$ cat src/core/swf_pkg.sv
// package of constants for the sleep, wake and failsafe controller
package swf_pkg;

   // ----------------------------------------
   // clock and timing
   // ----------------------------------------
   localparam int unsigned CLK_FREQ_HZ = 10_000_000;
   localparam int unsigned CLK_PERIOD_NS = 100;
   // inactivity timeout of about four minutes, in seconds
   localparam int unsigned INACTIVITY_TIMEOUT_S = 240;
   localparam longint unsigned INACTIVITY_CYCLES = 64'(INACTIVITY_TIMEOUT_S) * 64'(CLK_FREQ_HZ);
   // bus wake filter time
   localparam int unsigned WAKE_FILTER_TIME_NS = 1000;
   localparam int unsigned WAKE_FILTER_CYCLES =
      (WAKE_FILTER_TIME_NS + CLK_PERIOD_NS - 1) / CLK_PERIOD_NS;
   // wake pattern window
   localparam int unsigned WAKE_PATTERN_WINDOW_US = 1000;
   localparam int unsigned WAKE_PATTERN_WINDOW_CYCLES =
      (WAKE_PATTERN_WINDOW_US * 1000) / CLK_PERIOD_NS;
   // local wake glitch filter
   localparam int unsigned LOCAL_WAKE_FILTER_NS = 1000;
   localparam int unsigned LOCAL_WAKE_FILTER_CYCLES =
      (LOCAL_WAKE_FILTER_NS + CLK_PERIOD_NS - 1) / CLK_PERIOD_NS;

   // ----------------------------------------
   // counter widths
   // ----------------------------------------
   localparam int unsigned INACT_W = 32;
   localparam int unsigned FILT_W = 8;
   localparam int unsigned WIN_W = 16;

   // ----------------------------------------
   // configuration and status bit positions
   // ----------------------------------------
   localparam logic [15:0] CONFIG_REG_ADDR = 16'h0800;
   localparam logic [15:0] IRQ_REG_ADDR = 16'h0820;
   localparam int unsigned TEST_SEL_BIT = 0;
   localparam int unsigned SLEEP_ERR_DIS_BIT = 1;
   localparam int unsigned FAILSAFE_EN_BIT = 13;
   localparam int unsigned TEST_MODE_BIT = 21;
   localparam int unsigned SLEEP_FAULT_BIT = 23;
   localparam logic SLEEP_ERR_DIS_RESET = 1'b0;
   localparam logic FAILSAFE_EN_RESET = 1'b0;

   // ----------------------------------------
   // modes and monitor states
   // ----------------------------------------
   typedef enum logic [1:0] {
      MODE_SLEEP,
      MODE_STANDBY,
      MODE_NORMAL
   } power_mode_t;

   typedef enum logic [2:0] {
      MON_WAIT_REC,
      MON_WAIT_DOM1,
      MON_WAIT_REC2,
      MON_WAIT_DOM2,
      MON_REQUEST
   } wake_mon_t;

endpackage

$ cat src/core/sleep_wake_failsafe_ctrl.sv
// power mode, bus wake, local wake and failsafe control
// Function
// - sleep turns off spi and inhibit output
// - sleep drops configuration; host reprograms
// - only wake, reset or power exits sleep
// - sleep fault flag set on fault entry
// - bus wake moves to standby, interrupts
// - wake pattern dominant, recessive, dominant
// - short bus activity does not reset monitor
// - request mode drives receive low beyond filter
// - short states never count, long always
// - normal mode or undervoltage discards request
// - window timeout returns to waiting recessive
// - falling receive line wakes sleep to standby
// - local wake on either filtered edge
// - local wake only in sleep and standby
// - test mode bit with test select
// - test mode remaps general pins and interrupt
// - sleep error timer enabled unless disabled while failsafe is off
// - failsafe off until enabled
// - power-up inactivity timer forces sleep
// - wake into standby restarts inactivity timer
// - failsafe wake needs flags cleared, normal
// - persistent silence for inactivity time sleeps
// - one wake interrupt per standby entry
`timescale 1ns/1ps
`default_nettype none
module sleep_wake_failsafe_ctrl
   import swf_pkg::*;
#(
   parameter logic [INACT_W-1:0] INACTIVITY_LIMIT = INACT_W'(INACTIVITY_CYCLES)
) (
   // clock and reset
   input wire logic clock_i,
   input wire logic rstn_i,
   // host mode commands and configuration
   input wire logic go_normal_i,
   input wire logic go_standby_i,
   input wire logic go_sleep_i,
   input wire logic sleep_error_timer_disable_i,
   input wire logic failsafe_enable_i,
   input wire logic test_mode_i,
   input wire logic test_core_sel_i,
   input wire logic power_up_flag_clear_i,
   input wire logic wake_flags_clear_i,
   // status from the rest of the device
   input wire logic bus_silence_flag_i,
   input wire logic regulator_undervoltage_i,
   input wire logic fault_sleep_i,
   // pins and internal lines
   input wire logic bus_dominant_i,
   input wire logic wake_pin_i,
   input wire logic interrupt_pin_i,
   input wire logic general_pin_one_i,
   input wire logic phy_receive_output_i,
   input wire logic core_transmit_i,
   // mode and status outputs
   output logic [1:0] mode_o,
   output logic spi_enable_o,
   output logic inhibit_output_o,
   output logic config_keep_o,
   output logic power_up_flag_o,
   output logic bus_wake_flag_o,
   output logic local_wake_event_o,
   output logic sleep_fault_flag_o,
   // pins
   output logic wake_request_pin_n_o,
   output logic interrupt_pin_n_o,
   output logic interrupt_pin_oe_o,
   output logic general_output_two_o,
   // internal lines and test routing
   output logic bus_wake_request_o,
   output logic internal_receive_o,
   output logic phy_transmit_input_o,
   output logic core_receive_input_o,
   output logic phy_enable_o
);

   // ----------------------------------------
   // pin filters
   // ----------------------------------------
   logic bus_lvl;
   logic bus_edge;
   logic wake_lvl;
   logic wake_edge;

   // short bus states never reach the monitor
   pin_filter #(
      .FILTER_CYCLES(FILT_W'(WAKE_FILTER_CYCLES))
   ) u_bus_filter (
      .clock_i(clock_i),
      .rstn_i(rstn_i),
      .pin_i(bus_dominant_i),
      .level_o(bus_lvl),
      .edge_o(bus_edge)
   );

   // wake input glitch filter
   pin_filter #(
      .FILTER_CYCLES(FILT_W'(LOCAL_WAKE_FILTER_CYCLES))
   ) u_wake_filter (
      .clock_i(clock_i),
      .rstn_i(rstn_i),
      .pin_i(wake_pin_i),
      .level_o(wake_lvl),
      .edge_o(wake_edge)
   );

   // ----------------------------------------
   // state
   // ----------------------------------------
   power_mode_t mode_q, mode_d;
   wake_mon_t mon_q, mon_d;
   logic [WIN_W-1:0] win_q, win_d;
   logic req_q, req_d;
   logic rx_q, rx_d;
   logic rx_prev_q, rx_prev_d;
   logic pwr_q, pwr_d;
   logic bwake_q, bwake_d;
   logic lwake_q, lwake_d;
   logic fault_q, fault_d;
   logic irq_given_q, irq_given_d;
   logic after_wake_q, after_wake_d;
   logic bus_wake_ev;
   logic local_ev;
   logic inact_exp;
   logic silence_exp;
   logic inact_run;
   logic inact_clr;

   // ----------------------------------------
   // timers
   // ----------------------------------------
   // power-up timer cannot be disabled; wake timer obeys the disable bit only while failsafe is off
   assign inact_run = (mode_q == MODE_STANDBY) &&
      (pwr_q || (after_wake_q && (!sleep_error_timer_disable_i || failsafe_enable_i)));
   assign inact_clr = power_up_flag_clear_i || wake_flags_clear_i || go_normal_i;

   inactivity_timer u_inact (
      .clock_i(clock_i),
      .rstn_i(rstn_i),
      .run_i(inact_run),
      .clear_i(inact_clr),
      .limit_i(INACTIVITY_LIMIT),
      .expired_o(inact_exp)
   );

   // silence persisting for the inactivity time
   inactivity_timer u_silence (
      .clock_i(clock_i),
      .rstn_i(rstn_i),
      .run_i(bus_silence_flag_i && (mode_q != MODE_SLEEP)),
      .clear_i(1'b0),
      .limit_i(INACTIVITY_LIMIT),
      .expired_o(silence_exp)
   );

   // ----------------------------------------
   // wake pattern monitor
   // ----------------------------------------
   // filtered edges advance it; the first step needs only a filtered recessive level
   always_comb begin
      mon_d = mon_q;
      win_d = win_q;
      req_d = req_q;
      rx_d = 1'b1;
      if (mode_q == MODE_NORMAL || regulator_undervoltage_i) begin
         mon_d = MON_WAIT_REC;
         win_d = '0;
         req_d = 1'b0;
      end else begin
         if (mon_q == MON_WAIT_REC2 || mon_q == MON_WAIT_DOM2) begin
            win_d = win_q + 16'h0001;
         end
         case (mon_q)
            MON_WAIT_REC: begin
               if (!bus_lvl) begin
                  mon_d = MON_WAIT_DOM1;
               end
            end
            MON_WAIT_DOM1: begin
               if (bus_edge && bus_lvl) begin
                  mon_d = MON_WAIT_REC2;
                  win_d = '0;
               end
            end
            MON_WAIT_REC2: begin
               if (bus_edge && !bus_lvl) begin
                  mon_d = MON_WAIT_DOM2;
               end
            end
            MON_WAIT_DOM2: begin
               if (bus_edge && bus_lvl) begin
                  mon_d = MON_REQUEST;
                  req_d = 1'b1;
               end
            end
            MON_REQUEST: begin
               rx_d = !bus_lvl;
            end
            default: begin
               mon_d = MON_WAIT_REC;
            end
         endcase
         if ((mon_q == MON_WAIT_REC2 || mon_q == MON_WAIT_DOM2) &&
             win_q >= WIN_W'(WAKE_PATTERN_WINDOW_CYCLES) - 16'h0001) begin
            mon_d = MON_WAIT_REC;
            win_d = '0;
         end
      end
      rx_prev_d = rx_q;
   end

   // falling receive line is the bus wake request
   assign bus_wake_ev = rx_prev_q && !rx_q;
   assign local_ev = wake_edge && (mode_q != MODE_NORMAL);

   // ----------------------------------------
   // mode and flags
   // ----------------------------------------
   always_comb begin
      mode_d = mode_q;
      pwr_d = pwr_q && !power_up_flag_clear_i;
      bwake_d = bwake_q && !wake_flags_clear_i;
      lwake_d = lwake_q && !wake_flags_clear_i;
      fault_d = fault_q;
      irq_given_d = irq_given_q;
      after_wake_d = after_wake_q && !wake_flags_clear_i;
      case (mode_q)
         MODE_SLEEP: begin
            // spi commands have no effect here
            if (bus_wake_ev || local_ev) begin
               mode_d = MODE_STANDBY;
               irq_given_d = 1'b0;
               after_wake_d = 1'b1;
            end
         end
         MODE_STANDBY: begin
            if (go_normal_i) begin
               mode_d = MODE_NORMAL;
            end else if (go_sleep_i) begin
               mode_d = MODE_SLEEP;
               fault_d = 1'b0;
            end else if (inact_exp || silence_exp || fault_sleep_i) begin
               mode_d = MODE_SLEEP;
               fault_d = 1'b1;
            end
         end
         MODE_NORMAL: begin
            if (go_standby_i) begin
               mode_d = MODE_STANDBY;
               irq_given_d = 1'b0;
            end else if (go_sleep_i) begin
               mode_d = MODE_SLEEP;
               fault_d = 1'b0;
            end else if (silence_exp || fault_sleep_i) begin
               mode_d = MODE_SLEEP;
               fault_d = 1'b1;
            end
            after_wake_d = 1'b0;
         end
         default: begin
            mode_d = MODE_STANDBY;
         end
      endcase
      // one wake interrupt per standby entry; set beats clear
      if (!irq_given_q && mode_q != MODE_NORMAL) begin
         if (bus_wake_ev) begin
            bwake_d = 1'b1;
            irq_given_d = 1'b1;
         end else if (local_ev) begin
            lwake_d = 1'b1;
            irq_given_d = 1'b1;
         end
      end
      if (mode_d == MODE_SLEEP && mode_q != MODE_SLEEP) begin
         irq_given_d = 1'b0;
      end
   end

   // registers
   always_ff @(posedge clock_i or negedge rstn_i) begin
      if (!rstn_i) begin
         mode_q <= MODE_STANDBY;
         mon_q <= MON_WAIT_REC;
         win_q <= '0;
         req_q <= 1'b0;
         rx_q <= 1'b1;
         rx_prev_q <= 1'b1;
         pwr_q <= 1'b1;
         bwake_q <= 1'b0;
         lwake_q <= 1'b0;
         fault_q <= 1'b0;
         irq_given_q <= 1'b0;
         after_wake_q <= 1'b0;
      end else begin
         mode_q <= mode_d;
         mon_q <= mon_d;
         win_q <= win_d;
         req_q <= req_d;
         rx_q <= rx_d;
         rx_prev_q <= rx_prev_d;
         pwr_q <= pwr_d;
         bwake_q <= bwake_d;
         lwake_q <= lwake_d;
         fault_q <= fault_d;
         irq_given_q <= irq_given_d;
         after_wake_q <= after_wake_d;
      end
   end

   // ----------------------------------------
   // outputs, all registered
   // ----------------------------------------
   logic spi_q, inh_q, keep_q, wkrq_n_q, int_n_q, int_oe_q, general_output_two_q;
   logic phy_tx_q, core_rx_q, phy_en_q;
   logic test_act;

   assign test_act = test_mode_i && (mode_q != MODE_SLEEP);

   // pin drive and test remapping
   always_ff @(posedge clock_i or negedge rstn_i) begin
      if (!rstn_i) begin
         spi_q <= 1'b1;
         inh_q <= 1'b1;
         keep_q <= 1'b1;
         wkrq_n_q <= 1'b1;
         int_n_q <= 1'b1;
         int_oe_q <= 1'b0;
         general_output_two_q <= 1'b1;
         phy_tx_q <= 1'b1;
         core_rx_q <= 1'b1;
         phy_en_q <= 1'b0;
      end else begin
         spi_q <= (mode_d != MODE_SLEEP);
         inh_q <= (mode_d != MODE_SLEEP);
         keep_q <= (mode_d != MODE_SLEEP);
         wkrq_n_q <= !(bwake_d || lwake_d);
         int_n_q <= !(bwake_d || lwake_d || pwr_d || fault_d);
         int_oe_q <= !test_act && (bwake_d || lwake_d || pwr_d || fault_d) &&
            (mode_d != MODE_SLEEP);
         general_output_two_q <= test_act ? (test_core_sel_i ? core_transmit_i : phy_receive_output_i)
            : 1'b1;
         phy_tx_q <= (test_act && !test_core_sel_i) ? general_pin_one_i : 1'b1;
         core_rx_q <= (test_act && test_core_sel_i) ? general_pin_one_i : rx_q;
         phy_en_q <= test_act && !test_core_sel_i && interrupt_pin_i;
      end
   end

   assign mode_o = mode_q;
   assign spi_enable_o = spi_q;
   assign inhibit_output_o = inh_q;
   assign config_keep_o = keep_q;
   assign power_up_flag_o = pwr_q;
   assign bus_wake_flag_o = bwake_q;
   assign local_wake_event_o = lwake_q;
   assign sleep_fault_flag_o = fault_q;
   assign wake_request_pin_n_o = wkrq_n_q;
   assign interrupt_pin_n_o = int_n_q;
   assign interrupt_pin_oe_o = int_oe_q;
   assign general_output_two_o = general_output_two_q;
   assign bus_wake_request_o = req_q;
   assign internal_receive_o = rx_q;
   assign phy_transmit_input_o = phy_tx_q;
   assign core_receive_input_o = core_rx_q;
   assign phy_enable_o = phy_en_q;

endmodule
`default_nettype wire

$ cat src/core/pin_filter.sv
// input synchroniser and minimum-duration filter for one pin
`timescale 1ns/1ps
`default_nettype none
module pin_filter
   import swf_pkg::*;
#(
   parameter logic [FILT_W-1:0] FILTER_CYCLES = 8'h01
) (
   // clock and reset
   input wire logic clock_i,
   input wire logic rstn_i,
   // raw pin and filtered level
   input wire logic pin_i,
   output logic level_o,
   output logic edge_o
);

   logic [2:0] sync_q;
   logic [2:0] sync_d;
   logic stable_q;
   logic stable_d;
   logic level_q;
   logic level_d;
   logic edge_q;
   logic edge_d;
   logic [FILT_W-1:0] cnt_q;
   logic [FILT_W-1:0] cnt_d;

   // ----------------------------------------
   // next state
   // ----------------------------------------
   // a change counts once the second and third stage agree
   always_comb begin
      sync_d = {sync_q[1:0], pin_i};
      stable_d = (sync_q[1] == sync_q[2]) ? sync_q[2] : stable_q;
      level_d = level_q;
      edge_d = 1'b0;
      cnt_d = cnt_q;
      if (stable_q == level_q) begin
         cnt_d = '0;
      end else if (cnt_q >= FILTER_CYCLES - 8'h01) begin
         level_d = stable_q;
         edge_d = 1'b1;
         cnt_d = '0;
      end else begin
         cnt_d = cnt_q + 8'h01;
      end
   end

   // registers
   always_ff @(posedge clock_i or negedge rstn_i) begin
      if (!rstn_i) begin
         sync_q <= '0;
         stable_q <= 1'b0;
         level_q <= 1'b0;
         edge_q <= 1'b0;
         cnt_q <= '0;
      end else begin
         sync_q <= sync_d;
         stable_q <= stable_d;
         level_q <= level_d;
         edge_q <= edge_d;
         cnt_q <= cnt_d;
      end
   end

   assign level_o = level_q;
   assign edge_o = edge_q;

endmodule
`default_nettype wire

$ cat src/core/inactivity_timer.sv
// inactivity counter that raises a one-cycle expiry
`timescale 1ns/1ps
`default_nettype none
module inactivity_timer
   import swf_pkg::*;
(
   // clock and reset
   input wire logic clock_i,
   input wire logic rstn_i,
   // control
   input wire logic run_i,
   input wire logic clear_i,
   input wire logic [INACT_W-1:0] limit_i,
   output logic expired_o
);

   logic [INACT_W-1:0] cnt_q;
   logic [INACT_W-1:0] cnt_d;
   logic exp_q;
   logic exp_d;

   // count while running, clear wins
   always_comb begin
      cnt_d = cnt_q;
      exp_d = 1'b0;
      if (clear_i || !run_i) begin
         cnt_d = '0;
      end else if (cnt_q >= limit_i - 32'h0000_0001) begin
         cnt_d = '0;
         exp_d = 1'b1;
      end else begin
         cnt_d = cnt_q + 32'h0000_0001;
      end
   end

   // registers
   always_ff @(posedge clock_i or negedge rstn_i) begin
      if (!rstn_i) begin
         cnt_q <= '0;
         exp_q <= 1'b0;
      end else begin
         cnt_q <= cnt_d;
         exp_q <= exp_d;
      end
   end

   assign expired_o = exp_q;

endmodule
`default_nettype wire

$ cat config.mk
export PLATFORM = sky130hd
export DESIGN_NAME = sleep_wake_failsafe_ctrl
export DESIGN_NICKNAME = d
export VERILOG_FILES = /design/src/core/swf_pkg.sv /design/src/core/sleep_wake_failsafe_ctrl.sv /design/src/core/pin_filter.sv /design/src/core/inactivity_timer.sv
export SDC_FILE = /design/constraint.sdc
export NUM_CORES = 1
export LEC_CHECK = 0
export BUFFER_PORTS_ARGS = -buffer_cell sky130_fd_sc_hd__buf_2
export CAP_MARGIN = 10
export CELL_PAD_IN_SITES_DETAIL_PLACEMENT = 0
export CELL_PAD_IN_SITES_GLOBAL_PLACEMENT = 2
export CORE_ASPECT_RATIO = 0.6
export CORE_MARGIN = 2
export CORE_UTILIZATION = 43
export CTS_CLUSTER_DIAMETER = 60
export DETAILED_ROUTE_END_ITERATION = 8
export PLACE_DENSITY_LB_ADDON = 0.1
export SYNTH_ARGS = -nofsm -noshare
export SYNTH_HDL_FRONTEND = slang
export SYNTH_SLANG_ARGS = --single-unit
$ cat constraint.sdc
create_clock -name clock_i -period 3.1 [get_ports clock_i]
set_input_delay 0.62 -clock clock_i [delete_from_list [all_inputs] [get_ports clock_i]]
set_output_delay 0.62 -clock clock_i [all_outputs]
set_load 0.01 [all_outputs]
# Word-level counts from Yosys, hierarchy flattened
# Cells that the tools add are included.
# word_totals
output_inout_bits,18
input_bits,20
regBits,132
wordCells,184
# op_classes
eq_ne,16
n_mux,66
order_cmp,5
n_reduce_logical,56
addsub,5
n_bitwise,2
# op_table
op,count
$mux W32,4
$mux W16,5
$add A32 B1 Y32 const B,2
$ge A32 B32 Y1 const B,2
$mux W1,35
$mux W8,4
$logic_and A1 B1 Y1,20
$mux W3,6
$add A16 B1 Y16 const B,1
$add A8 B1 Y8 const B,2
$ge A16 B14 Y1 const B,1
$ge A8 B4 Y1 const B,2
$pmux W3 S5,1
$logic_or A1 B1 Y1,14
$mux W2,7
$logic_not A1 Y1,11
$ne A4 B2 Y1 const B,2
$ne A4 B4 Y1 const B,2
$reduce_bool A2 Y1,4
$eq A3 B2 Y1 const B,2
$pmux W1 S2,3
$pmux W2 S3,1
$reduce_and A2 Y1,3
$reduce_and A5 Y1,1
other kinds (10),15

# Depth between registers and ports, before layout
# Gate-level depths: netlist of run 1.
# logic_depth
ltp_word,10
ltp_mapped,8
mapped_depth_nobuf,7

# Cells and area by module
# A second synthesis of run 1 with hierarchy kept.
# hier_totals
cells_unflattened,942
hier_area_um2,8979.9
# by_module_without_submodules
module,instances,seq_area_each_um2,area_per_inst_um2,cells_per_inst
inactivity_timer (u_inact),1,825.8,2899.0,321
inactivity_timer (u_silence),1,825.8,2881.5,337
sleep_wake_failsafe_ctrl,1,963.4,2153.3,210
pin_filter,2,350.3,523.0,37

# Worst setup path after synthesis of run 1
# Ideal clock, no wire load.
# synth_timing
path_type,reg-to-reg
start,register mode_q[0] (netlist: mode_o[0])
end,register irq_given_q
n_path_buf,1
setup_time_ns,0.136
required_ns,2.964
period_less_slack_ns,2.092
arrival_ns,1.956
path_stages_with_launch,9
setup_slack_ns,1.008
cell_sequence,dfstp_2 inv_1 ha_1 buf_2 nor2b_1 nor2_1 a22o_1 a221oi_1 a21oi_1
# synth_via
elab_chain_cells,9
elab_cells_between_ends,24
cone_classes,eq/ne (3); mux (14); reduce/logical (7)
# synth_rtl
item,line,text
from (decl),sleep_wake_failsafe_ctrl.sv:112,"power_mode_t mode_q, mode_d;"
from (signal assigned),sleep_wake_failsafe_ctrl.sv:297,mode_q <= mode_d;
$ne A2 B2 Y1,"sleep_wake_failsafe_ctrl.sv:216, sleep_wake_failsafe_ctrl.sv:267",
$logic_and A1 B1 Y1,sleep_wake_failsafe_ctrl.sv:216,assign local_ev = wake_edge && (mode_q != MODE_NORMAL);
$logic_or A1 B1 Y1,sleep_wake_failsafe_ctrl.sv:232,if (bus_wake_ev || local_ev) begin
$mux W1,sleep_wake_failsafe_ctrl.sv:232,
$pmux W1 S2,sleep_wake_failsafe_ctrl.sv:229,case (mode_q)
$mux W1,sleep_wake_failsafe_ctrl.sv:271,end else if (local_ev) begin
$mux W1,sleep_wake_failsafe_ctrl.sv:268,if (bus_wake_ev) begin
$mux W1,sleep_wake_failsafe_ctrl.sv:267,if (!irq_given_q && mode_q != MODE_NORMAL) begin
$mux W1 *,sleep_wake_failsafe_ctrl.sv:276,if (mode_d == MODE_SLEEP && mode_q != MODE_SLEEP) begin
net irq_given_d,sleep_wake_failsafe_ctrl.sv:122,"logic irq_given_q, irq_given_d;"
to (signal assigned),sleep_wake_failsafe_ctrl.sv:307,irq_given_q <= irq_given_d;
to (decl),sleep_wake_failsafe_ctrl.sv:122,
# The timed path passes the listed nets; every way through them passes the cells marked *.
# A chain may end at the register's enable or synchronous reset.

# Final worst setup path of run 1
# Ends and elaborated chain as after synthesis.

==> results.txt, run 1 <==
----------------------------------------------------
[Power]
  Maximum vdd ir drop ... about 0.42 mV
  Pwr dens ... between 600 and 700 nW/µm²
  Gate power share ... 13.7%
  Cell-internal power ... 3.465 mW
  P_leak ... 3.172 nW
  Clock share of power ... a little under half
  Switching component of the power ... 1.315 mW
  Flop pwr share ... 40.6%
  Switching share of power ... 27.51%

[Worst setup path]
  Endpoint class of the critical path ... flip-flop
  Launching element type of the critical path ... flip-flop
  Slowest Stage Delay on Critical Path ... 0.58 ns
  Maximum fanout count along the critical path ... 10
  Data arrival time of the critical path ... 2.66 ns
  Required time of the worst setup path ... about 3.4 ns
  Startpoint of the most critical register-to-register path ... mode_o[0]
  Worst setup path startpoint ... mode_o[0]
  Critical path class ... reg2reg
  Slowest CP cell ... sky130_fd_sc_hd__dfstp_2
  Critical-path cell list ... inv_1, ha_1, nor2b_1, nor2_1, a22o_1, a221oi_1, a21oi_1

[Detailed routing]
  DR vias ... 4366
  Drt via density ... 5.083
  # DRC ... 0
  Detailed router's first-iteration violation count ... 334
  Number of antenna-violating nets in the routed design ... 0
  Router iterations before antenna repair ... 5
  Detail-routed net length per standard cell ... 14.54 µm
  Wirelength, routed ... around 12000 µm

[Hold path]
  Type of the most critical hold path ... in2async

[Synthesis]
  Post-synthesis sequential area ratio ... 52.42%
  Most frequently used flop master after synthesis ... sky130_fd_sc_hd__dfrtp_1
  Fraction of the mapped netlist area in adder cells ... 2.888%
  Number of different library cells in the post-synthesis netlist ... 65
  Post-Synth XOR/XNOR Area ... 10.39%
  Synth async-reset ratio ... 100.0%
  Post-synthesis instance area ... around 6300 µm²
  Area share of and/or/nand/nor cells after synthesis ... 25.70%
  Multiplexer share of the synthesized area ... 0.8506%
  Fraction of the mapped netlist area in compound gates ... slightly below 5%
  Count of flip-flops with a built-in enable after synthesis ... 0
  Instance count of the mapped netlist ... 597
  Per-instance average area after synthesis ... 10.59 µm²
  Largest family of logic cells by synthesized area ... simple AND/OR/NAND/NOR gates
  Flip-flop and latch count after synthesis ... 132
  Ys Warns ... 0

[Global routing]
  Wire length of the first global-routing pass ... 21430 µm
  Pin count of the biggest net entering global routing ... 57
  Vias in the first global route ... about 4200
  Global Route Usage Sum ... 17.12%
  GR met3 Demand/Resource ... between 4 and 5%
  Routing usage on met1 ... around a quarter
  Antenna violations before repair ... 0
  Met2 track utilization from global routing ... between 20% and 30%
  GRT Residual Overflow ... 0
  Layer with the highest usage after global routing ... met1

[Job]
  Reported max-cap violation count ... 0

[Place]
  Number of cells after detailed placement ... a little over 800
  Final weighted congestion of routability-driven global placement ... slightly below 0.8
  Number of buffers added on ports ... 37
  Half-perimeter wire length after detailed placement ... ~8600 µm

[STA]
  Final min period ... 2.385 ns
  Pins Over Slew Limit ... 0
  Fmax ... 419.4 MHz
  Number of failing hold endpoints at the final stage ... 0
  Number of failing setup endpoints in the final timing report ... 0
  Measured slew at the worst slew-check pin ... 0.6682 ns
  Setup repair after global routing missed its margin ... no
  Maximum clock skew at final layout ... 0.01257 ns
  Sum of negative setup slack ... 0 ns
  Worst max-slew margin expressed relative to the limit ... 55.45%
  Final worst-path cycle share ... 76.92%

[Floorplanning]
  Site row count ... 34
  Vertical extent of the die ... 97.95 µm
  Top Ports ... 38
  Overall die area ... 15730 µm²
  Core ar. ... between 10000 and 15000 µm²
  Die W ... about 160 µm
  Starting density of the core ... between 40% and 50%

[Final layout]
  Number of nets at the end of the flow ... a little under 700
  Area overhead of the layout relative to synthesis ... 16.66%
  Non-Filler Instances ... around 860
  Utilization after layout ... approximately half
  Share of cells above drive strength 1 ... approximately 18%
  ANT cells ... 0

[Clock tree]
  Clock edge transition at the registers on the reported setup and hold paths ... roughly 0.06 ns
  Clock tree from TritonCTS ... yes
  Count of H-tree levels built during CTS ... 4
  Number of buffers created by CTS ... 17
  Clock tree buffer depth ... 2
  Root cell of the clock tree ... sky130_fd_sc_hd__clkbuf_16
  Clock Latency Late Sink ... 0.42 ns
  Setup repair bufs after CTS ... 0
  Clock sink count ... between 100 and 150
  Number of gates resized after cts ... 0
  Hold Buf Count CTS ... 0

[Status]
  Run status ... finished clean

----------------------------------------------------
==> metrics by stage <==
step / instance area, µm² / hold slack (ns) / total power [mW] / setup slack, ns
final: 7378 / 0.1551 / 4.780 / 0.7154
after global routing: 7378 / 0.1861 / 5.025 / 0.4770
after CTS: 7378 / 0.1684 / 4.845 / 0.6899
after global placement: 6735 / 0.3344 / 2.628 / 0.7776
after floorplan: 6351 / 0.3244 / 2.397 / 1.008
after detailed placement: 6735 / 0.3394 / 2.629 / 0.7149
==> power by group through the flow <==
stage / clock network, mW / logic [mW] / registers [mW]
after floorplan: 0 / 0.423 / 1.97
after global placement: 0 / 0.659 / 1.97
after detailed placement: 0 / 0.659 / 1.97
after CTS: 2.24 / 0.665 / 1.94
after global routing: 2.33 / 0.740 / 1.95
final: 2.19 / 0.654 / 1.94
==> cell families (layout without fill, tap and decap cells) <==
| kind of cell | Yosys count | after routing |
|---|---|---|
| flops | 132 | 132 |
| fa+ha+maj | 15 | 15 |
| buf+inv | 34 | 91 |
| simple gates | 292 | 292 |
| compound gates | 43 | 43 |
| other cells | 1 | 8 |
| xor+xnor | 75 | 75 |
| mux | 5 | 5 |
==> state kept, by name, indices dropped and copies added (netlist names), 2 cells and up <==
| name | cells |
|---|---|
| mon_q | 3 |
| u_bus_filter.sync_q | 3 |
| mode_o | 2 |
| u_wake_filter.sync_q | 3 |
| u_inact.cnt_q | 32 |
| u_silence.cnt_q | 32 |
| u_bus_filter.cnt_q | 8 |
| u_wake_filter.cnt_q | 8 |
| win_q | 16 |
==> metal layers <==
| metal | vias to the layer above | share of wire [%] |
|---|---|---|
| li1 | 2151 | - |
| met1 | 2147 | 54 |
| met2 | 60 | 42 |
| met3 | 8 | 3.1 |
| met4 | 0 | 0.78 |
| met5 | - | 0 |
==> critical path: cells and delay by family, from the launching register on <==
family / cells / cell delay [ns]
flops: 1 / 0.58
simple gates: 2 / 0.40
compound gates: 3 / 0.88
fa+ha+maj: 1 / 0.31
buf+inv: 1 / 0.08
==> worst paths after layout <==
check                           depth (start not counted)  slack [ns]                 endpoint
worst max-delay path                                    7        0.72              irq_given_q
worst max register to register                          7        0.72              irq_given_q
min in group clock_i                                    1        0.31  u_wake_filter.sync_q[0]
worst min register to register                          0        0.35  u_wake_filter.sync_q[1]
worst min-delay path                                    1        0.16    u_bus_filter.stable_q
max in group asynchronous                               2        2.13         u_inact.cnt_q[9]
==> area by class of cell <==
class | instances | area (µm²)
fillers | 1275 | 7043
flip-flops and latches | 132 | 3316
multi-input cells | 438 | 2854
clock buffers | 17 | 425.4
repair buffers | 42 | 254.0
well taps | 198 | 247.7
clock inverters | 15 | 217.7
inverters | 17 | 63.81
==> synthesized netlist by cell type (all sizes together) (2+ instances only) <==
master  instances  share of area (%)
a21boi          2               0.24
a21oi          12               0.95
a221oi          2               0.28
a22o            4               0.55
a31oi           2               0.20
and2            3               0.30
and3           12                1.2
and3b           2               0.28
and4           13                1.9
buf            16                1.8
dfrtp         122                 48
dfstp          10                4.2
ha             13                2.6
inv            17                1.0
maj3            2               0.32
mux2            3               0.53
mux2i           2               0.32
nand2          35                2.1
nand2b          5               0.49
nand3          36                3.1
nand3b          2               0.24
nand4          19                2.1
nor2          107                6.7
nor2b          11                1.1
nor3           17                1.7
nor3b           4               0.47
nor4           15                2.2
nor4b           2               0.51
o211ai          2               0.32
o21ai           5               0.45
o31ai           3               0.36
or3             2               0.20
or4             3               0.36
xnor2          33                4.6
xor2           42                5.8
==> layout by cell type, fill, tap and decap left out, drive strengths merged, types with 3 or more instances in the layout <==
cell    synthesis  routed
and2            3       3
or4             3       3
and3           12      12
ha             13      13
a21oi          12      12
nor4           15      15
xor2           42      42
and4           13      13
dfstp          10      10
mux2            3       3
bufinv          0       4
conb            1       8
nor3b           4       4
o31ai           3       3
nand2          35      35
buf            16      42
dfrtp         122     122
xnor2          33      33
o21ai           5       5
inv            17      24
a22o            4       4
clkinv          0       4
nand2b          5       5
nand4          19      19
nand3          36      36
clkbuf          1      17
nor3           17      17
nor2b          11      11
nor2          107     107
Note: power is estimated with default switching activity, not from simulation.
==> inputs of run 2 (changes only) <==
--- a/config.mk
+++ b/config.mk
@@ -5,13 +5,14 @@
 export SDC_FILE = /design/constraint.sdc
 export NUM_CORES = 1
 export LEC_CHECK = 0
+export ABC_AREA = 1
 export BUFFER_PORTS_ARGS = -buffer_cell sky130_fd_sc_hd__buf_2
 export CAP_MARGIN = 10
 export CELL_PAD_IN_SITES_DETAIL_PLACEMENT = 0
 export CELL_PAD_IN_SITES_GLOBAL_PLACEMENT = 2
 export CORE_ASPECT_RATIO = 0.6
 export CORE_MARGIN = 2
-export CORE_UTILIZATION = 43
+export CORE_UTILIZATION = 37
 export CTS_CLUSTER_DIAMETER = 60
 export DETAILED_ROUTE_END_ITERATION = 8
 export PLACE_DENSITY_LB_ADDON = 0.1
==> constraint.sdc (replaced) <==
create_clock -name clock_i -period 2.4 [get_ports clock_i]
set_input_delay 0.48 -clock clock_i [delete_from_list [all_inputs] [get_ports clock_i]]
set_output_delay 0.48 -clock clock_i [all_outputs]
set_load 0.01 [all_outputs]
==> run 2 against run 1 <==
  * Critical path depth up 5
  * Utilization shrank 7.0 points
  * Largest cell class unchanged
  * Fmax increased by 16%
  * Area after synthesis increased by 9.2%
  * Hold slack got worse by 0.12 ns
  * Flip-flop and latch count did not move
  * Critical endpoint is now interrupt_pin_oe_o
  * Non-clock buffer count is 2 higher
  * Cell count increased by 38%
==> results.txt, run 2 <==
----------------------------------------------------
[Global routing]
  Wire length of the first global-routing pass ... 27780 µm (was 21430 µm)
  Pin count of the biggest net entering global routing ... 66 (was 57)
  Antenna violations before repair ... 0 (unchanged)
  Vias in the first global route ... 5434 (was 4207)
  Routing usage on met1 ... 27.48% (was 26.59%)
  GR met3 Demand/Resource ... 4.008% (was 4.673%)
  Global Route Usage Sum ... 18.13% (was 17.12%)
  Layer with the highest usage after global routing ... met1 (unchanged)
  Met2 track utilization from global routing ... 24.92% (was 23.38%)
  GRT Residual Overflow ... 0 (unchanged)

[Worst setup path]
  Required time of the worst setup path ... 2.71 ns (was 3.38 ns)
  Endpoint class of the critical path ... flip-flop (unchanged)
  Critical path class ... reg2reg (unchanged)
  Slowest Stage Delay on Critical Path ... 0.57 ns (was 0.58 ns)
  Critical path's most frequent cell ... sky130_fd_sc_hd__nand2_1
  Maximum fanout count along the critical path ... 6 (was 10)
  Slowest CP cell ... sky130_fd_sc_hd__dfstp_2 (unchanged)
  Critical-path cell list ... inv_1, ha_1, inv_1, nand2_1, nand2_1, inv_1, nand2_1, nand2_1, a21boi_1, nand2_1, nand2_1, nor2_1 (was inv_1, ha_1, nor2b_1, nor2_1, a22o_1, a221oi_1, a21oi_1)
  Launching element type of the critical path ... flip-flop (unchanged)
  Data arrival time of the critical path ... 2.35 ns (was 2.66 ns)

[Floorplanning]
  Top Ports ... 38 (unchanged)
  Overall die area ... 19820 µm² (was 15730 µm²)
  Site row count ... 38 (was 34)
  Core ar. ... 18160 µm² (was 14420 µm²)
  Vertical extent of the die ... 109.9 µm (was 97.95 µm)
  Starting density of the core ... 38.04% (was 43.86%)
  Die W ... 180.4 µm (was 160.6 µm)

[Power]
  Switching share of power ... 31.95% (was 27.51%)
  Total power consumption of the routed design ... 6.289 mW (was 4.780 mW)
  Flop pwr share ... 40.5% (was 40.6%)
  Pwr dens ... 784.3 nW/µm² (was 647.8 nW/µm²)
  Switching component of the power ... 2.009 mW (was 1.315 mW)
  Clock share of power ... 41.2% (was 45.7%)
  P_leak ... 3.481 nW (was 3.172 nW)
  Gate power share ... 18.3% (was 13.7%)
  Maximum vdd ir drop ... 0.4460 mV (was 0.4244 mV)
  Cell-internal power ... 4.280 mW (was 3.465 mW)

[Synthesis]
  Most used standard cell by instance count after synthesis ... sky130_fd_sc_hd__nand2_1 (was sky130_fd_sc_hd__dfrtp_1)
  Ys Warns ... 0 (unchanged)
  Per-instance average area after synthesis ... 7.932 µm² (was 10.59 µm²)
  Top-area cell type share of the netlist area ... 44.19% (was 48.27%)
  Flip-flop and latch count after synthesis ... 132 (unchanged)
  Commonest cells post-synth ... sky130_fd_sc_hd__nand2_1 (212), sky130_fd_sc_hd__nor2_1 (192), sky130_fd_sc_hd__dfrtp_1 (122) (was sky130_fd_sc_hd__dfrtp_1 (122), sky130_fd_sc_hd__nor2_1 (97), sky130_fd_sc_hd__xor2_1 (42))
  Synth async-reset ratio ... 100.0% (unchanged)
  Cell taking the most area after synthesis ... sky130_fd_sc_hd__dfrtp_1 (unchanged)
  Instance count of the mapped netlist ... 871 (was 597)
  Post-synthesis sequential area ratio ... 47.99% (was 52.42%)
  Post-synthesis instance area ... 6909 µm² (was 6325 µm²)
  Number of different library cells in the post-synthesis netlist ... 38 (was 65)
  Synth area leaders ... sky130_fd_sc_hd__dfrtp_1 (44%), sky130_fd_sc_hd__nand2_1 (12%), sky130_fd_sc_hd__nor2_1 (10%), sky130_fd_sc_hd__inv_1 (5.4%), sky130_fd_sc_hd__xor2_1 (4.8%) (was sky130_fd_sc_hd__dfrtp_1 (48%), sky130_fd_sc_hd__xor2_1 (5.8%), sky130_fd_sc_hd__nor2_1 (5.8%), sky130_fd_sc_hd__xnor2_1 (4.6%), sky130_fd_sc_hd__dfstp_2 (4.2%))
  Count of flip-flops with a built-in enable after synthesis ... 0 (unchanged)
  Most frequently used flop master after synthesis ... sky130_fd_sc_hd__dfrtp_1 (unchanged)

[STA]
  Final min period ... 2.048 ns (was 2.385 ns)
  Sum of negative setup slack ... 0 ns (unchanged)
  Number of failing hold endpoints at the final stage ... 0 (unchanged)
  Measured slew at the worst slew-check pin ... 0.6615 ns (was 0.6682 ns)
  Hold WS ... 0.03631 ns (was 0.1551 ns)
  Worst max-slew margin expressed relative to the limit ... 55.89% (was 55.45%)
  Fmax ... 488.3 MHz (was 419.4 MHz)
  Number of failing setup endpoints in the final timing report ... 0 (unchanged)
  Final worst-path cycle share ... 85.34% (was 76.92%)
  Maximum clock skew at final layout ... 0.009057 ns (was 0.01257 ns)
  Pins Over Slew Limit ... 0 (unchanged)
  Setup repair after global routing missed its margin ... no (unchanged)

[Clock tree]
  Clock tree from TritonCTS ... yes (unchanged)
  Root cell of the clock tree ... sky130_fd_sc_hd__clkbuf_16 (unchanged)
  Clock edge transition at the registers on the reported setup and hold paths ... 0.07 ns (was 0.06 ns)
  Count of H-tree levels built during CTS ... 4 (unchanged)
  Setup repair bufs after CTS ... 0 (unchanged)
  Clock tree buffer depth ... 2 (unchanged)
  Clock sink count ... 132 (unchanged)
  Clock Latency Late Sink ... 0.43 ns (was 0.42 ns)
  Number of buffers created by CTS ... 17 (unchanged)

[Final layout]
  Most common library cell in the layout ignoring fill and taps ... sky130_fd_sc_hd__nand2_1 (was sky130_fd_sc_hd__dfrtp_1)
  Non-Filler Instances ... 1186 (was 859)
  Largest registers ranked by flip-flop count ... u_inact.cnt_q x32, u_silence.cnt_q x32, win_q x16 (unchanged)
  Most used cells in the layout excluding fill and tap cells ... sky130_fd_sc_hd__nand2_1 (212), sky130_fd_sc_hd__nor2_1 (192), sky130_fd_sc_hd__dfrtp_1 (122) (was sky130_fd_sc_hd__dfrtp_1 (122), sky130_fd_sc_hd__nor2_1 (97), sky130_fd_sc_hd__xor2_1 (42))
  Share of cells above drive strength 1 ... 11.21% (was 17.55%)
  Filler Cells Inserted ... 1857 (was 1275)
  Area overhead of the layout relative to synthesis ... 16.04% (was 16.66%)
  ANT cells ... 0 (unchanged)
  Utilization after layout ... 44.14% (was 51.16%)
  Number of nets at the end of the flow ... 966 (was 681)

[Detailed routing]
  Wirelength, routed ... 16530 µm (was 12490 µm)
  DR vias ... 5535 (was 4366)
  Detailed router's first-iteration violation count ... 422 (was 334)
  Detail-routed net length per standard cell ... 13.94 µm (was 14.54 µm)
  Router iterations before antenna repair ... 5 (unchanged)
  Drt via density ... 4.667 (was 5.083)
  # DRC ... 0 (unchanged)
  Number of antenna-violating nets in the routed design ... 0 (unchanged)

[Place]
  Final weighted congestion of routability-driven global placement ... 0.8091 (was 0.7745)
  Half-perimeter wire length after detailed placement ... 12400 µm (was 8584 µm)
  Number of cells after detailed placement ... 1154 (was 827)
  Number of buffers added on ports ... 37 (unchanged)

[Status]
  Run status ... finished clean (unchanged)

[Hold path]
  Type of the most critical hold path ... in2async (unchanged)

[Job]
  Reported max-cap violation count ... 0 (unchanged)

----------------------------------------------------
==> run 2: cell types whose count changed in the layout (fill, tap and decap cells not counted), sizes merged, moves of 5 or more <==
cell	change
and4	-13
nor4	-13
o21ai	+14
xnor2	-9
nand2b	-5
nor2b	-11
nor3	+24
nand4	-6
inv	+86
and3	-9
nor2	+88
nand2	+183
==> run 2: worst max-delay path: cells and delay by family (launching register included) <==
family	cells	cell delay [ns]
flops	1	0.57
compound gates	1	0.22
simple gates	7	0.55
fa+ha+maj	1	0.27
buf+inv	3	0.32
==> run 2: layer usage <==
| metal | vias to the layer above | wire length (µm) | part of all wire [%] |
|---|---|---|---|
| met3 | 18 | 772 | 4.7 |
| met2 | 107 | 6382 | 39 |
| met5 | - | 0 | 0 |
| li1 | 2831 | - | - |
| met1 | 2579 | 9161 | 55 |
| met4 | 0 | 212 | 1.3 |
==> run 2: cell families after synthesis <==
logic type,synth area share [%]
compound gates,3.260
xor+xnor,7.859
fa+ha+maj,2.644
buf+inv,6.628
flops,47.99
mux,0.1449
other cells,0.05428
simple gates,31.42
==> run 2: power by group through the flow <==
stage / Clock, mW / Sequential [mW] / Combinational, mW
final: 2.59 / 2.55 / 1.15
after global routing: 2.77 / 2.57 / 1.33
after CTS: 2.68 / 2.55 / 1.17
after detailed placement: 0 / 2.59 / 1.16
after global placement: 0 / 2.58 / 1.17
after floorplan: 0 / 2.59 / 0.777
==> run 2: through the flow <==
| step | setup slack, ns | cell area [µm²] |
|---|---|---|
| floorplan | 0.5262 | 6935 |
| global route | 0.1313 | 8018 |
| global placement | 0.3825 | 7435 |
| detailed placement | 0.2334 | 7435 |
| finish | 0.3520 | 8018 |
| CTS | 0.2199 | 8018 |
==> run 2: area by class of cell <==
cell class              count  area, µm²  share of cell area, %
inverters                 100      375.4                  4.682
well taps                 240      300.3                  3.745
clock inverters            15      157.7                  1.966
flip-flops and latches    132       3316                  41.35
clock buffers              17      425.4                  5.306
multi-input cells         638       3162                  39.44
repair buffers             44      281.5                  3.511
==> run 2: path summary, 6_finish.rpt <==
check	from	end	slack, ns	cells after the start
max	mode_o[0]	interrupt_pin_oe_o	0.35	12
min	rstn_i	u_wake_filter.cnt_q[7]	0.04	1
max reg2reg	mode_o[0]	interrupt_pin_oe_o	0.35	12
min reg2reg	u_wake_filter.sync_q[0]	u_wake_filter.sync_q[1]	0.35	0
max in group asynchronous	rstn_i	core_receive_input_o	1.65	2
min in group clock_i	wake_pin_i	u_wake_filter.sync_q[0]	0.16	1
==> run 2: what timing repair did <==
item / in CTS / in global routing
hold buffers: 0 / 0
setup endpoints to repair: 0 / 1
gates resized for setup: 0 / 1
==> inputs of run 3 (changes only) <==
--- a/config.mk
+++ b/config.mk
@@ -12,7 +12,8 @@
 export CELL_PAD_IN_SITES_GLOBAL_PLACEMENT = 2
 export CORE_ASPECT_RATIO = 0.6
 export CORE_MARGIN = 2
-export CORE_UTILIZATION = 37
+export CORE_UTILIZATION = 38
+export CTS_BUF_LIST = sky130_fd_sc_hd__clkbuf_4
 export CTS_CLUSTER_DIAMETER = 60
 export DETAILED_ROUTE_END_ITERATION = 8
 export PLACE_DENSITY_LB_ADDON = 0.1
==> run 3 against run 2 <==
  * Flip-flop and latch count is the same
  * Utilization shrank 1.0 points
  * Wire length is essentially flat
  * Global-route usage grew 0.34 points
  * Cell count is the same
==> results.txt, run 3 (synthesized netlist as in run 2, its figures left out) <==
----------------------------------------------------
[Status]
  Run status ... finished clean (unchanged)

[Worst setup path]
  Family of cells with the greatest summed delay on the critical path ... flip-flops (unchanged)
  Buffers & Inverters on Critical Path ... 3 (unchanged)
  Critical-path cell list ... inv_1, ha_1, inv_1, nand2_1, nand2_1, inv_1, nand2_1, nand2_1, a21boi_1, nand2_1, nand2_1, nor2_1 (unchanged)
  Data arrival time of the critical path ... 2.50 ns (was 2.35 ns)
  Endpoint class of the critical path ... flip-flop (unchanged)
  Maximum fanout count along the critical path ... 6 (unchanged)
  Flop2flop setup slack ... 0.34 ns (was 0.35 ns)
  Slowest Stage Delay on Critical Path ... 0.60 ns (was 0.57 ns)
  Launching element type of the critical path ... flip-flop (unchanged)
  Length in cells of the worst reg-to-reg path ... 12 (unchanged)
  Required time of the worst setup path ... 2.85 ns (was 2.71 ns)
  Critical path's most frequent cell ... sky130_fd_sc_hd__nand2_1 (unchanged)
  Startpoint of the most critical register-to-register path ... mode_o[0] (unchanged)
  Worst r2r dst ... interrupt_pin_oe_o (unchanged)
  Critical path class ... reg2reg (unchanged)
  Slowest CP cell ... sky130_fd_sc_hd__dfstp_2 (unchanged)

[Detailed routing]
  DR vias ... 5524 (was 5535)
  Router iterations before antenna repair ... 5 (unchanged)
  # DRC ... 0 (unchanged)
  Number of antenna-violating nets in the routed design ... 0 (unchanged)
  Drt via density ... 4.658 (was 4.667)
  Detailed router's first-iteration violation count ... 445 (was 422)
  Detail-routed net length per standard cell ... 13.95 µm (was 13.94 µm)
  Wirelength, routed ... 16540 µm (was 16530 µm)

[Final layout]
  Share of cells above drive strength 1 ... 10.78% (was 11.21%)
  Most common library cell in the layout ignoring fill and taps ... sky130_fd_sc_hd__nand2_1 (unchanged)
  Filler Cells Inserted ... 1794 (was 1857)
  Non-Filler Instances ... 1186 (unchanged)
  Number of nets at the end of the flow ... 966 (unchanged)
  Area overhead of the layout relative to synthesis ... 11.93% (was 16.04%)
  Most used cells in the layout excluding fill and tap cells ... sky130_fd_sc_hd__nand2_1 (212), sky130_fd_sc_hd__nor2_1 (192), sky130_fd_sc_hd__dfrtp_1 (122) (unchanged)
  ANT cells ... 0 (unchanged)
  Utilization after layout ... 43.15% (was 44.14%)
  Largest registers ranked by flip-flop count ... u_inact.cnt_q x32, u_silence.cnt_q x32, win_q x16 (unchanged)

[Floorplanning]
  Die W ... 178.1 µm (was 180.4 µm)
  Vertical extent of the die ... 108.4 µm (was 109.9 µm)
  Starting density of the core ... 38.55% (was 38.04%)
  Overall die area ... 19310 µm² (was 19820 µm²)
  Site row count ... 38 (unchanged)
  Top Ports ... 38 (unchanged)
  Core ar. ... 17920 µm² (was 18160 µm²)

[Global routing]
  Met2 track utilization from global routing ... 24.53% (was 24.92%)
  Layer with the highest usage after global routing ... met1 (unchanged)
  Routing usage on met1 ... 28.92% (was 27.48%)
  Pin count of the biggest net entering global routing ... 49 (was 66)
  Antenna violations before repair ... 0 (unchanged)
  Vias in the first global route ... 5307 (was 5434)
  Global Route Usage Sum ... 18.47% (was 18.13%)
  Wire length of the first global-routing pass ... 27300 µm (was 27780 µm)
  GRT Residual Overflow ... 0 (unchanged)
  GR met3 Demand/Resource ... 4.923% (was 4.008%)

[Clock tree]
  Clock tree buffer depth ... 2 (unchanged)
  Clock edge transition at the registers on the reported setup and hold paths ... 0.13 ns (was 0.07 ns)
  Clock tree from TritonCTS ... yes (unchanged)
  Count of H-tree levels built during CTS ... 4 (unchanged)
  Root cell of the clock tree ... sky130_fd_sc_hd__clkbuf_4 (was sky130_fd_sc_hd__clkbuf_16)
  Clock Latency Late Sink ... 0.55 ns (was 0.43 ns)
  Clock sink count ... 132 (unchanged)
  Number of buffers created by CTS ... 17 (unchanged)

[STA]
  Sum of negative setup slack ... 0 ns (unchanged)
  Worst max-slew margin expressed relative to the limit ... 53.96% (was 55.89%)
  Final min period ... 2.057 ns (was 2.048 ns)
  Final worst-path cycle share ... 85.72% (was 85.34%)
  Fmax ... 486.1 MHz (was 488.3 MHz)
  Setup repair after global routing missed its margin ... no (unchanged)
  Number of failing hold endpoints at the final stage ... 0 (unchanged)
  Maximum clock skew at final layout ... 0.01580 ns (was 0.009057 ns)
  Number of failing setup endpoints in the final timing report ... 0 (unchanged)
  Measured slew at the worst slew-check pin ... 0.6905 ns (was 0.6615 ns)
  Pins Over Slew Limit ... 0 (unchanged)
  Setup ws final ... 0.3428 ns (was 0.3520 ns)

[Power]
  Clock share of power ... 30.8% (was 41.2%)
  Pwr dens ... 687.1 nW/µm² (was 784.3 nW/µm²)
  P_leak ... 3.347 nW (was 3.481 nW)
  Switching component of the power ... 1.776 mW (was 2.009 mW)
  Cell-internal power ... 3.538 mW (was 4.280 mW)
  Gate power share ... 21.4% (was 18.3%)
  Maximum vdd ir drop ... 0.4072 mV (was 0.4460 mV)
  Total power consumption of the routed design ... 5.314 mW (was 6.289 mW)
  Switching share of power ... 33.42% (was 31.95%)
  Flop pwr share ... 47.8% (was 40.5%)

[Place]
  Final weighted congestion of routability-driven global placement ... 0.8399 (was 0.8091)
  Half-perimeter wire length after detailed placement ... 12380 µm (was 12400 µm)
  Worst-case setup slack after placement ... 0.2711 ns (was 0.2334 ns)
  Number of cells after detailed placement ... 1151 (was 1154)
  Number of buffers added on ports ... 37 (unchanged)

[Hold path]
  Hold worst-path end ... power_up_flag_o
  Cells on Worst Hold Path ... 2
  Type of the most critical hold path ... in2reg (was in2async)
  Min-delay src ... power_up_flag_clear_i

[Job]
  Reported max-cap violation count ... 0 (unchanged)

----------------------------------------------------
==> run 3: metal layers <==
layer	part of all wire, %	vias up	wire length, µm
met4	1.1	0	184
met2	39	113	6439
li1	-	2829	-
met3	4.8	13	796
met1	55	2569	9123
met5	0	-	0
==> run 3: repair_timing <==
item,in CTS,in global routing
setup endpoints to repair,0,1
hold buffers,3,0
hold endpoints to repair,37,0
buffers inserted,0,0
gates resized for setup,0,1
==> run 3: worst max-delay path by stage <==
| stage | slack [ns] | startpoint | cells after the start | to |
|---|---|---|---|---|
| 2_1_floorplan | 0.53 | mode_o[0] | 12 | interrupt_pin_oe_o |
| 3_3_place_gp | 0.37 | mode_o[0] | 10 | interrupt_pin_oe_o |
| 3_5_place_dp | 0.27 | mode_o[0] | 12 | interrupt_pin_oe_o |
| 4_1_cts | 0.22 | mode_o[0] | 12 | interrupt_pin_oe_o |
| 5_1_grt | 0.09 | mode_o[0] | 10 | interrupt_pin_oe_o |
| 6_report | 0.34 | mode_o[0] | 12 | interrupt_pin_oe_o |
==> run 3: area by class of cell <==
class                           instances  area, µm²  share of cell area (%)
Clock inverter                         13      161.4                   2.087
Inverter                              100      375.4                   4.854
Clock buffer                           19      142.6                   1.844
Timing Repair Buffer                   44      276.5                   3.575
Multi-Input combinational cell        638       3162                   40.88
Sequential cell                       132       3316                   42.87
Tap cell                              240      300.3                   3.883
==> run 3: power groups by stage <==
stage          Combinational (mW)  Clock (mW)  Sequential (mW)
6_report                     1.14        1.63             2.54
5_1_grt                      1.29        1.79             2.57
4_1_cts                      1.15        1.70             2.55
3_5_place_dp                 1.14           0             2.59
3_3_place_gp                 1.14           0             2.58
2_1_floorplan               0.777           0             2.59
==> run 3: per-stage QoR <==
step | hold WS, ns | area (µm²)
2_1_floorplan | 0.1844 | 6935
4_1_cts | 0.02619 | 7734
3_3_place_gp | 0.3359 | 7400
5_1_grt | 0.01695 | 7734
6_report | 0.07113 | 7734
3_5_place_dp | 0.3362 | 7400
